**src/psd_pkg.sv**
```systemverilog
/*
 * constants, field layouts and state codes for the pwm shutdown, dead-band
 * and steering output stage. assumes a single 25 MHz instruction clock and
 * a classic wishbone slave port with byte addresses.
 */
// Contract
// RULE_01 - bit 7 flags shutdown held, zero normal
// RULE_02 - three-bit field selects comparators and interrupt pin
// RULE_03 - pair a/c shutdown: low, high, or tri-state
// RULE_04 - pair b/d shutdown in bits 1-0, same coding
// RULE_05 - comparator two shutdown waits for timer edge
// RULE_06 - trigger is a level, shutdown persists with it
// RULE_07 - flag writes ignored while trigger stays asserted
// RULE_08 - restart resumes output at next period start
// RULE_09 - auto restart clears flag once trigger gone
// RULE_10 - without auto restart software clears the flag
// RULE_11 - half-bridge delay only on inactive-to-active edges
// RULE_12 - seven-bit count sets delay in instruction cycles
// RULE_13 - steering only in single-output pwm mode
// RULE_14 - one pwm signal routed to any pin set
// RULE_15 - polarity bits apply to all steered pins
// RULE_16 - shutdown touches only steering-enabled pins
// RULE_17 - shutdown states applied at once, no clock wait
// RULE_18 - software setting the flag forces a shutdown
// RULE_19 - steering bit set drives pwm, clear gives port
// RULE_20 - delay restarts each edge, zero none, long blanks
package psd_pkg;
    // register byte addresses
    localparam logic [7:0] ADR_SHUTDOWN = 8'h00;
    localparam logic [7:0] ADR_RESTART = 8'h04;
    localparam logic [7:0] ADR_CCP = 8'h08;
    localparam logic [7:0] ADR_STEER = 8'h0C;
    localparam logic [7:0] ADR_SYNC = 8'h10;
    localparam logic [7:0] ADR_STATUS = 8'h14;
    // reset values
    localparam logic [7:0] RST_SHUTDOWN = 8'h00;
    localparam logic [7:0] RST_RESTART = 8'h00;
    localparam logic [7:0] RST_CCP = 8'h00;
    localparam logic [3:0] RST_STEER = 4'h1;
    // auto_shutdown_control fields
    localparam int FLAG_BIT = 7;
    localparam int SRC_MSB = 6;
    localparam int SRC_LSB = 4;
    localparam int AC_MSB = 3;
    localparam int AC_LSB = 2;
    localparam int BD_MSB = 1;
    localparam int BD_LSB = 0;
    localparam int SRC_CMP_ONE = 0;
    localparam int SRC_CMP_TWO = 1;
    localparam int SRC_INT = 2;
    localparam int STATE_TRI = 1;
    localparam int STATE_LVL = 0;
    // restart_deadband_control fields
    localparam int AUTO_BIT = 7;
    localparam int DBC_MSB = 6;
    localparam int DBC_LSB = 0;
    // capture_compare_pwm_control fields
    localparam int CFG_MSB = 7;
    localparam int CFG_LSB = 6;
    localparam int MODE_MSB = 3;
    localparam int MODE_LSB = 2;
    localparam int POL_AC = 1;
    localparam int POL_BD = 0;
    localparam logic [1:0] MODE_PWM = 2'h3;
    localparam logic [1:0] CFG_SINGLE = 2'h0;
    localparam logic [1:0] CFG_FULL_FWD = 2'h1;
    localparam logic [1:0] CFG_HALF = 2'h2;
    localparam logic [1:0] CFG_FULL_REV = 2'h3;
    localparam logic [3:0] EN_NONE = 4'h0;
    localparam logic [3:0] EN_HALF = 4'h3;
    localparam logic [3:0] EN_FULL = 4'hF;
    localparam int SYNC_BIT = 0;
    // shutdown sequencing states
    typedef enum logic [2:0] {
        ST_RUN = 3'h1,
        ST_SHUT = 3'h2,
        ST_HOLD = 3'h4
    } psd_state_t;
endpackage : psd_pkg

```
**src/psd_top.sv**
```systemverilog
/*
 * output stage of an enhanced pwm: auto-shutdown with restart, half-bridge
 * dead-band, full-bridge pin drive and single-output pulse steering.
 * assumes the raw duty waveform and a period-start pulse come from the
 * period generator, that all inputs are synchronous to CLOCK, and that a
 * pad ring resolves each pin from its value and enable.
 */
// Our own choices: the Wishbone slave port and the register addresses.
`timescale 1ns/1ps
module psd_top (
    // clock and reset
    input wire logic CLOCK,
    input wire logic RST_B,
    // wishbone slave
    input wire logic WB_CYC_I,
    input wire logic WB_STB_I,
    input wire logic WB_WE_I,
    input wire logic [7:0] WB_ADR_I,
    input wire logic [3:0] WB_SEL_I,
    input wire logic [31:0] WB_DAT_I,
    output logic [31:0] WB_DAT_O,
    output logic WB_ACK_O,
    // shutdown sources
    input wire logic COMPARATOR_ONE,
    input wire logic COMPARATOR_TWO,
    input wire logic INT_PIN,
    input wire logic TIMER_SYNC,
    // from the period generator
    input wire logic PWM_RAW,
    input wire logic PERIOD_START,
    // general-purpose port function, bit 0 is pin a
    input wire logic [3:0] PORT_DATA,
    input wire logic [3:0] PORT_OE,
    // output pins
    output logic PWM_OUT_A,
    output logic PWM_OUT_B,
    output logic PWM_OUT_C,
    output logic PWM_OUT_D,
    output logic PWM_OE_A,
    output logic PWM_OE_B,
    output logic PWM_OE_C,
    output logic PWM_OE_D
);
    logic [7:0] asc_q;
    logic [7:0] rdc_q;
    logic [7:0] ccp_q;
    logic [3:0] steer_q;
    logic cmp_two_sync_q;
    logic ack_q;
    logic [31:0] rdata_q;
    logic flag_q;
    logic flag_d;
    logic hw_q;
    logic cmp_two_held_q;
    psd_pkg::psd_state_t state_q;
    psd_pkg::psd_state_t state_d;
    logic wb_req;
    logic wr_any;
    logic wr_asc;
    logic cmp_two_eff;
    logic trig;
    logic forced;
    logic [2:0] src;
    logic [1:0] ac_state;
    logic [1:0] bd_state;
    logic [6:0] dbc;
    logic [1:0] cfg;
    logic pwm_mode;
    logic [1:0] sched;
    logic [1:0] dly_act;
    logic [3:0] act;
    logic [3:0] en;
    logic [3:0] pol_low;
    logic [3:0] pwm_val_q;
    logic [3:0] pwm_en_q;
    logic [3:0] pin_val;
    logic [3:0] pin_oe;
    logic [7:0] rbyte;

    // field views
    assign src = asc_q[psd_pkg::SRC_MSB:psd_pkg::SRC_LSB];
    assign ac_state = asc_q[psd_pkg::AC_MSB:psd_pkg::AC_LSB];
    assign bd_state = asc_q[psd_pkg::BD_MSB:psd_pkg::BD_LSB];
    assign dbc = rdc_q[psd_pkg::DBC_MSB:psd_pkg::DBC_LSB];
    assign cfg = ccp_q[psd_pkg::CFG_MSB:psd_pkg::CFG_LSB];
    assign pwm_mode = (ccp_q[psd_pkg::MODE_MSB:psd_pkg::MODE_LSB] == psd_pkg::MODE_PWM);

    // bus strobes: one request per ack, writes land on the lowest byte lane
    assign wb_req = WB_CYC_I & WB_STB_I & ~ack_q;
    assign wr_any = wb_req & WB_WE_I & WB_SEL_I[0];
    assign wr_asc = wr_any & (WB_ADR_I == psd_pkg::ADR_SHUTDOWN);

    // bus acknowledge, one cycle after the strobe, dropped the cycle after
    always_ff @(posedge CLOCK or negedge RST_B) begin
        if (!RST_B) begin
            ack_q <= 1'b0;
        end else begin
            ack_q <= wb_req;
        end
    end

    // read mux; unmapped addresses read as zero
    always_comb begin
        case (WB_ADR_I)
            psd_pkg::ADR_SHUTDOWN: rbyte = {flag_q, asc_q[psd_pkg::SRC_MSB:0]}; // RULE_01
            psd_pkg::ADR_RESTART: rbyte = rdc_q;
            psd_pkg::ADR_CCP: rbyte = ccp_q;
            psd_pkg::ADR_STEER: rbyte = {4'h0, steer_q};
            psd_pkg::ADR_SYNC: rbyte = {7'h00, cmp_two_sync_q};
            psd_pkg::ADR_STATUS: rbyte = {4'h0, trig, state_q};
            default: rbyte = 8'h00;
        endcase
    end

    // read data register, captured with the acknowledge
    always_ff @(posedge CLOCK or negedge RST_B) begin
        if (!RST_B) begin
            rdata_q <= 32'h0000_0000;
        end else if (wb_req & ~WB_WE_I) begin
            rdata_q <= {24'h00_0000, rbyte};
        end
    end

    assign WB_ACK_O = ack_q;
    assign WB_DAT_O = rdata_q;

    // configuration registers; the flag bit of asc_q is unused storage
    always_ff @(posedge CLOCK or negedge RST_B) begin
        if (!RST_B) begin
            asc_q <= psd_pkg::RST_SHUTDOWN;
            rdc_q <= psd_pkg::RST_RESTART;
            ccp_q <= psd_pkg::RST_CCP;
            steer_q <= psd_pkg::RST_STEER;
            cmp_two_sync_q <= 1'b0;
        end else if (wr_any) begin
            case (WB_ADR_I)
                psd_pkg::ADR_SHUTDOWN: asc_q <= {1'b0, WB_DAT_I[psd_pkg::SRC_MSB:0]};
                psd_pkg::ADR_RESTART: rdc_q <= WB_DAT_I[7:0];
                psd_pkg::ADR_CCP: ccp_q <= WB_DAT_I[7:0];
                psd_pkg::ADR_STEER: steer_q <= WB_DAT_I[3:0];
                psd_pkg::ADR_SYNC: cmp_two_sync_q <= WB_DAT_I[psd_pkg::SYNC_BIT];
                default: asc_q <= asc_q;
            endcase
        end
    end

    // comparator two sampled on the timer edge when synchronised
    always_ff @(posedge CLOCK or negedge RST_B) begin
        if (!RST_B) begin
            cmp_two_held_q <= 1'b0;
        end else if (TIMER_SYNC) begin
            cmp_two_held_q <= COMPARATOR_TWO; // RULE_05
        end
    end

    assign cmp_two_eff = cmp_two_sync_q ? cmp_two_held_q : COMPARATOR_TWO; // RULE_05

    // level trigger from the selected sources
    assign trig = (src[psd_pkg::SRC_CMP_ONE] & COMPARATOR_ONE) // RULE_02
        | (src[psd_pkg::SRC_CMP_TWO] & cmp_two_eff)
        | (src[psd_pkg::SRC_INT] & ~INT_PIN); // RULE_06

    // shutdown flag: trigger beats any write, auto restart clears hw events
    always_comb begin
        if (trig) begin
            flag_d = 1'b1; // RULE_06 RULE_07
        end else if (wr_asc) begin
            flag_d = WB_DAT_I[psd_pkg::FLAG_BIT]; // RULE_10 RULE_18
        end else if (rdc_q[psd_pkg::AUTO_BIT] & hw_q) begin
            flag_d = 1'b0; // RULE_09
        end else begin
            flag_d = flag_q;
        end
    end

    // flag register and a note of whether hardware caused it
    always_ff @(posedge CLOCK or negedge RST_B) begin
        if (!RST_B) begin
            flag_q <= 1'b0;
            hw_q <= 1'b0;
        end else begin
            flag_q <= flag_d;
            hw_q <= trig | (hw_q & flag_d);
        end
    end

    // shutdown sequence: run, shut, hold until the next period start
    always_comb begin
        case (state_q)
            psd_pkg::ST_RUN: state_d = (trig | flag_q) ? psd_pkg::ST_SHUT : psd_pkg::ST_RUN;
            psd_pkg::ST_SHUT: state_d = (trig | flag_q) ? psd_pkg::ST_SHUT : psd_pkg::ST_HOLD;
            psd_pkg::ST_HOLD: begin
                if (trig | flag_q) begin
                    state_d = psd_pkg::ST_SHUT;
                end else if (PERIOD_START) begin
                    state_d = psd_pkg::ST_RUN; // RULE_08
                end else begin
                    state_d = psd_pkg::ST_HOLD;
                end
            end
            default: state_d = psd_pkg::ST_SHUT;
        endcase
    end

    // state register
    always_ff @(posedge CLOCK or negedge RST_B) begin
        if (!RST_B) begin
            state_q <= psd_pkg::ST_RUN;
        end else begin
            state_q <= state_d;
        end
    end

    // outputs forced while triggered, from the cycle after the flag sets, or while waiting for a period
    assign forced = trig | (state_q != psd_pkg::ST_RUN); // RULE_17 RULE_08

    // scheduled active levels of the two half-bridge outputs
    assign sched = {~PWM_RAW, PWM_RAW};

    // dead-band delay on each rising scheduled edge, one per output
    for (genvar g = 0; g < 2; g++) begin : g_dead
        logic [6:0] cnt_q;
        logic prev_q;
        logic rise;
        assign rise = sched[g] & ~prev_q;
        assign dly_act[g] = sched[g] & (rise ? (dbc == 7'h00) : (cnt_q == 7'h00)); // RULE_11 RULE_20
        always_ff @(posedge CLOCK or negedge RST_B) begin
            if (!RST_B) begin
                cnt_q <= 7'h00;
                prev_q <= 1'b0;
            end else begin
                prev_q <= sched[g];
                if (!sched[g]) begin
                    cnt_q <= 7'h00; // RULE_11
                end else if (rise) begin
                    cnt_q <= (dbc == 7'h00) ? 7'h00 : dbc - 7'h01; // RULE_12 RULE_20
                end else if (cnt_q != 7'h00) begin
                    cnt_q <= cnt_q - 7'h01;
                end
            end
        end
    end

    // per-pin active level and pwm ownership by output configuration
    always_comb begin
        act = 4'h0;
        en = psd_pkg::EN_NONE;
        if (pwm_mode) begin
            case (cfg)
                psd_pkg::CFG_SINGLE: begin
                    act = {4{PWM_RAW}}; // RULE_13 RULE_14
                    en = steer_q; // RULE_19
                end
                psd_pkg::CFG_HALF: begin
                    act = {2'h0, dly_act}; // RULE_11
                    en = psd_pkg::EN_HALF;
                end
                psd_pkg::CFG_FULL_FWD: begin
                    act = {PWM_RAW, 2'h0, 1'b1};
                    en = psd_pkg::EN_FULL;
                end
                psd_pkg::CFG_FULL_REV: begin
                    act = {1'b0, 1'b1, PWM_RAW, 1'b0};
                    en = psd_pkg::EN_FULL;
                end
                default: begin
                    act = 4'h0;
                    en = psd_pkg::EN_NONE;
                end
            endcase
        end
    end

    // polarity per pair, a/c and b/d, also used for all steered pins
    assign pol_low = {ccp_q[psd_pkg::POL_BD], ccp_q[psd_pkg::POL_AC],
        ccp_q[psd_pkg::POL_BD], ccp_q[psd_pkg::POL_AC]}; // RULE_15

    // registered normal drive
    always_ff @(posedge CLOCK or negedge RST_B) begin
        if (!RST_B) begin
            pwm_val_q <= 4'h0;
            pwm_en_q <= 4'h0;
        end else begin
            pwm_val_q <= act ^ pol_low; // RULE_15
            pwm_en_q <= en;
        end
    end

    // pin mux: shutdown state, pwm drive or port function
    for (genvar p = 0; p < 4; p++) begin : g_pin
        logic [1:0] sd;
        assign sd = (p % 2 == 0) ? ac_state : bd_state; // RULE_03 RULE_04
        always_comb begin
            if (pwm_en_q[p] & forced) begin
                pin_val[p] = sd[psd_pkg::STATE_LVL] & ~sd[psd_pkg::STATE_TRI]; // RULE_16 RULE_17
                pin_oe[p] = ~sd[psd_pkg::STATE_TRI]; // RULE_03 RULE_04
            end else if (pwm_en_q[p]) begin
                pin_val[p] = pwm_val_q[p];
                pin_oe[p] = 1'b1;
            end else begin
                pin_val[p] = PORT_DATA[p]; // RULE_19
                pin_oe[p] = PORT_OE[p];
            end
        end
    end

    assign {PWM_OUT_D, PWM_OUT_C, PWM_OUT_B, PWM_OUT_A} = pin_val;
    assign {PWM_OE_D, PWM_OE_C, PWM_OE_B, PWM_OE_A} = pin_oe;

    // checks on the shutdown, dead-band and steering paths
    a_trig_sets_flag: assert property (@(posedge CLOCK) disable iff (!RST_B) // RULE_06
        trig |=> flag_q) else $error("trigger did not set shutdown flag");
    a_write_ignored: assert property (@(posedge CLOCK) disable iff (!RST_B) // RULE_07
        (wr_asc && !WB_DAT_I[psd_pkg::FLAG_BIT] && trig) |=> flag_q)
        else $error("flag cleared under trigger");
    a_sw_set: assert property (@(posedge CLOCK) disable iff (!RST_B) // RULE_18
        (wr_asc && WB_DAT_I[7]) |=> (flag_q ##1 (state_q == psd_pkg::ST_SHUT)))
        else $error("software set did not shut down");
    a_auto_clear: assert property (@(posedge CLOCK) disable iff (!RST_B) // RULE_09
        (flag_q && hw_q && rdc_q[psd_pkg::AUTO_BIT] && !trig && !wr_asc) |=> !flag_q)
        else $error("auto restart did not clear flag");
    a_hold_period: assert property (@(posedge CLOCK) disable iff (!RST_B) // RULE_08
        (state_q == psd_pkg::ST_HOLD && !PERIOD_START) |=> (state_q != psd_pkg::ST_RUN))
        else $error("resumed before period start");
    a_force_pin_a: assert property (@(posedge CLOCK) disable iff (!RST_B) // RULE_17
        (trig && pwm_en_q[0] && !ac_state[1]) |-> (PWM_OE_A && PWM_OUT_A == ac_state[0]))
        else $error("pin a not in shutdown state");
    a_tristate_b: assert property (@(posedge CLOCK) disable iff (!RST_B) // RULE_04
        (forced && pwm_en_q[1] && bd_state[1]) |-> !PWM_OE_B)
        else $error("pin b not released");
    a_port_kept: assert property (@(posedge CLOCK) disable iff (!RST_B) // RULE_16
        (!pwm_en_q[2]) |-> (PWM_OE_C == PORT_OE[2] && PWM_OUT_C == PORT_DATA[2]))
        else $error("port pin c disturbed");
    a_cmp_two_sync: assert property (@(posedge CLOCK) disable iff (!RST_B) // RULE_05
        (cmp_two_sync_q && src == 3'h2 && !cmp_two_held_q && !TIMER_SYNC) |-> !trig)
        else $error("comparator two not synchronised");
    a_dead_zero: assert property (@(posedge CLOCK) disable iff (!RST_B) // RULE_20
        ($rose(PWM_RAW) && dbc == 7'h00) |-> dly_act[0]) else $error("zero delay delayed");
    a_dead_delay: assert property (@(posedge CLOCK) disable iff (!RST_B) // RULE_12
        ($rose(PWM_RAW) && dbc == 7'h02) |-> (!dly_act[0] ##1 (!dly_act[0] || !PWM_RAW)
        ##1 (dly_act[0] || !PWM_RAW))) else $error("dead-band count wrong");
    a_fall_now: assert property (@(posedge CLOCK) disable iff (!RST_B) // RULE_11
        (!sched[0]) |-> !dly_act[0]) else $error("inactive edge delayed");
    a_steer_only: assert property (@(posedge CLOCK) disable iff (!RST_B) // RULE_13
        (pwm_mode && cfg == psd_pkg::CFG_SINGLE) |=> (pwm_en_q == $past(steer_q)))
        else $error("steering mask wrong");
endmodule : psd_top

```
**config.mk**
```make
export PLATFORM = sky130hd
export DESIGN_NAME = psd_top
export DESIGN_NICKNAME = d
export VERILOG_FILES = /design/src/psd_pkg.sv /design/src/psd_top.sv
export SDC_FILE = /design/constraint.sdc
export NUM_CORES = 1
export LEC_CHECK = 0
export ABC_AREA = 1
export BUFFER_PORTS_ARGS = -buffer_cell sky130_fd_sc_hd__buf_2
export CAP_MARGIN = 5
export CORE_MARGIN = 2
export CORE_UTILIZATION = 45
export CTS_BUF_LIST = sky130_fd_sc_hd__clkbuf_4 sky130_fd_sc_hd__clkbuf_8
export CTS_CLUSTER_SIZE = 14
export DETAILED_ROUTE_END_ITERATION = 16
export GPL_TIMING_DRIVEN = 1
export PLACE_DENSITY = 0.7
export SLEW_MARGIN = 20
export SYNTH_ARGS = -nofsm -noshare
export SYNTH_HDL_FRONTEND = slang
export SYNTH_SLANG_ARGS = --single-unit
```
**constraint.sdc**
```tcl
create_clock -name CLOCK -period 1.5 [get_ports CLOCK]
set_input_delay 0.225 -clock CLOCK [delete_from_list [all_inputs] [get_ports CLOCK]]
set_output_delay 0.225 -clock CLOCK [all_outputs]
set_load 0.05 [all_outputs]
```
==> flow_summary.yaml <==
status:
  status: "finished, violations left"
  violations: "negative setup slack"
final_layout:
  drive_gt1_share_pct: 29.8
  fin_area_um2: 4870
  synthToLayoutAreaGrowth_pct: 23.7
  final_cell_mix: "120 x nand2_1, 64 x dfrtp_1, 56 x nand3_1"
  final_common_cell: "nand2_1"
  post-route-util_pct: 56.7
  fill_cells: 810
  seq_area_um2: 1680
  finalNetCount: 667
  antennaDiodeCount: 0
  multi_input_area_um2: 1970
placement:
  dp_hpwl_um: 6920
  port_buffers: 52
  place_area_um2: 4530
  place_ws_ns: -0.174
  gp_congestion: 0.860
yosys:
  synth_top_area_share_pct: 41.3
  synthAdderAreaFrac_pct: 1.27
  syn_area_um2: 3940
  ys_warn_count: 0
  synth_top_family_by_area: "simple AND/OR/NAND/NOR gates"
  synth_area_leaders: "dfrtp_1 41%, nand2_1 12%, nand3_1 7.8%"
  yosys.area_share.simple_pct: 30.5
  synth_cells: 504
  synth_edf_count: 0
  synth_top_area_cell: "dfrtp_1"
  ys.flop_type: "dfrtp_1"
  synth_xor_area_share_pct: 1.56
  ys_ff_latch: 67
  synth-compound-area-share_pct: 11.1
  yosysSeqAreaShare_pct: 42.6
  synthMuxAreaShare_pct: 0
  synthDistinctLibCells: 42
  avgSynthCellArea_um2: 7.82
  ys_async_sr_fraction_pct: 100
routing:
  antenna_left: 0
  drtIter0Drc: 173
  drc_errors: 0
  wl_um: 9100
  wire_per_inst_um: 12.8
  dr_total_vias: 3513
  dr.pass1.iters: 4
  via_per_inst: 4.93
sta:
  fin_skew_ns: 0.00655
  period_share_pct: 133
  max_freq_mhz: 501
  fin_crit_ns: 2.00
  setup_slack_ns: -0.495
  rsz0062_at_grt: "yes"
  setup_viol: 8
  final_max_slew_viol_count: 0
  hold_viol_final: 0
  hold_slack_ns: 0.0607
worst_setup_path:
  end_kind: "primary output"
  required_ns: 1.27
  cp.arrival_ns: 1.77
  worstSetupPathType: "flip-flop to primary output"
  r2r-start: "g_dead[0].cnt_q[0]"
  worstRegToRegCells: 8
  start_kind: "flip-flop"
  r2r-end: "g_dead[0].cnt_q[0]"
  reg2reg_setup_slack_ns: 0.09
  critical_path.max_fanout: 5
global_route:
  top_usage_layer: "met2"
  grt_util_met2_pct: 33.1
  grt_max_degree: 42
  antenna_found_initial: 0
  grt_pass1_wl_um: 15500
  met1_usage_pct: 26.7
  grtUsageTotal_pct: 20.1
  grt_overflow: 0
  met3_usage_pct: 3.60
  grt_pass1_vias: 3379
power_and_ir_drop:
  p_switching_mw: 1.43
  power_density_nw_per_um2: 948
  comb_power_share_pct: 21.5
  p_seq_share_pct: 42.8
  switching_share_pct: 30.9
  power.internal_mw: 3.19
  leakage_nw: 2.49
  ir_drop_uv: 598
  total_power_mw: 4.62
  clkPwrFrac_pct: 35.7
die:
  core_um2: 8590
  start_util_pct: 45.8
  pin_count: 104
  die_w_um: 97.6
  die_h_um: 97.6
  die-area_um2: 9520
  rows: 34
cts:
  clk_pin_slew_ns: 0.07
  cts-root-buf: "clkbuf_8"
  numCtsBuffers: 9
  htreeDepth: 3
  clkSinkCount: 67
  clkLatencyLatePin_ns: 0.35
  ctsLongestPathBuffers: 2
  cts_tree: "yes"
min_path:
  hold_path_class: "primary input to flip-flop"
  whs_endpoint: "cmp_two_held_q"
  holdPathStages: 2
  holdCritStartpoint: "TIMER_SYNC"
job:
  drv_cap: 0
==> per-layer routing <==
layer | up-vias | share of wire, %
li1 | 1775 | -
met1 | 1637 | 46
met2 | 87 | 48
met3 | 14 | 5.0
met4 | 0 | 1.8
met5 | - | 0
==> flip-flops by register name, summed over array words and instances (netlist names), 3 cells and up <==
name / flops
g_dead.cnt_q: 14
ccp_q: 8
pwm_en_q: 4
rdc_q: 8
WB_DAT_O: 8
steer_q: 4
pwm_val_q: 4
state_q: 3
asc_q: 7
==> per-stage QoR <==
step / TNS [ns] / instances
finish: -3.65 / 713
CTS: -3.73 / 710
floorplan: -0.460 / 527
global placement: -1.16 / 692
global route: -4.66 / 713
detailed placement: -1.27 / 692
==> timing repair <==
action / 4_1_cts / 5_1_grt
gates resized for setup: 15 / 15
hold buffers: 1 / 0
hold endpoints to repair: 9 / 0
setup buffers: 1 / 3
pin swaps: 8 / 4
setup endpoints to repair: 9 / 24
==> logic make-up after synthesis <==
group | count (synthesis)
and+or+nand+nor | 258
buffers and inverters | 97
AOI/OAI and AO/OA | 70
DFF | 67
xor gates and xnor gates | 7
adders and majority gates | 4
other | 1
==> critical path, stage by stage (launching register included) <==
cell and delay, ns:
dfrtp_1 0.42, inv_1 0.06, nand2_1 0.05, nand3_1 0.07, nand2_2 0.09, nor2_4 0.23
nand3_1 0.13, o211ai_1 0.13, buf_4 0.23
==> worst max path at each step <==
stage                    from         to  slack, ns  cells after the start
5_1_grt              asc_q[4]  PWM_OUT_A      -0.62                      9
3_3_place_gp         asc_q[6]   PWM_OE_A      -0.16                      8
3_5_place_dp         asc_q[6]   PWM_OE_C      -0.17                      8
4_1_cts              asc_q[4]  PWM_OUT_A      -0.48                      9
6_report       cmp_two_sync_q  PWM_OUT_A      -0.50                      8
2_1_floorplan        asc_q[6]  PWM_OUT_B      -0.12                      8
==> final cells by class <==
class / instances / share of cell area [%]
Multi-Input combinational cell: 363 / 40.4
Inverter: 67 / 5.37
Sequential cell: 67 / 34.5
Timing Repair Buffer: 92 / 12.5
Clock buffer: 13 / 3.54
Tap cell: 108 / 2.77
Clock inverter: 3 / 0.924
==> power groups by stage <==
| stage | logic (mW) | registers, mW | clock network, mW |
|---|---|---|---|
| 3_5_place_dp | 0.895 | 2.00 | 0 |
| 4_1_cts | 0.917 | 1.97 | 1.67 |
| 3_3_place_gp | 0.873 | 2.00 | 0 |
| 6_report | 0.992 | 1.98 | 1.65 |
| 2_1_floorplan | 0.673 | 2.00 | 0 |
| 5_1_grt | 1.10 | 1.99 | 1.76 |
==> synth_stat cells (6+ instances only) <==
| cell | count |
|---|---|
| nand2_1 | 122 |
| o211ai_1 | 7 |
| nor2_2 | 9 |
| inv_1 | 58 |
| nand3_1 | 61 |
| o21ai_2 | 11 |
| nor2_1 | 40 |
| inv_2 | 8 |
| nand4_1 | 6 |
| dfrtp_1 | 65 |
| o21ai_0 | 7 |
| o21ai_1 | 19 |
| buf_4 | 24 |
| a21oi_1 | 13 |
No activity file was read; power rests on OpenSTA's default activity.
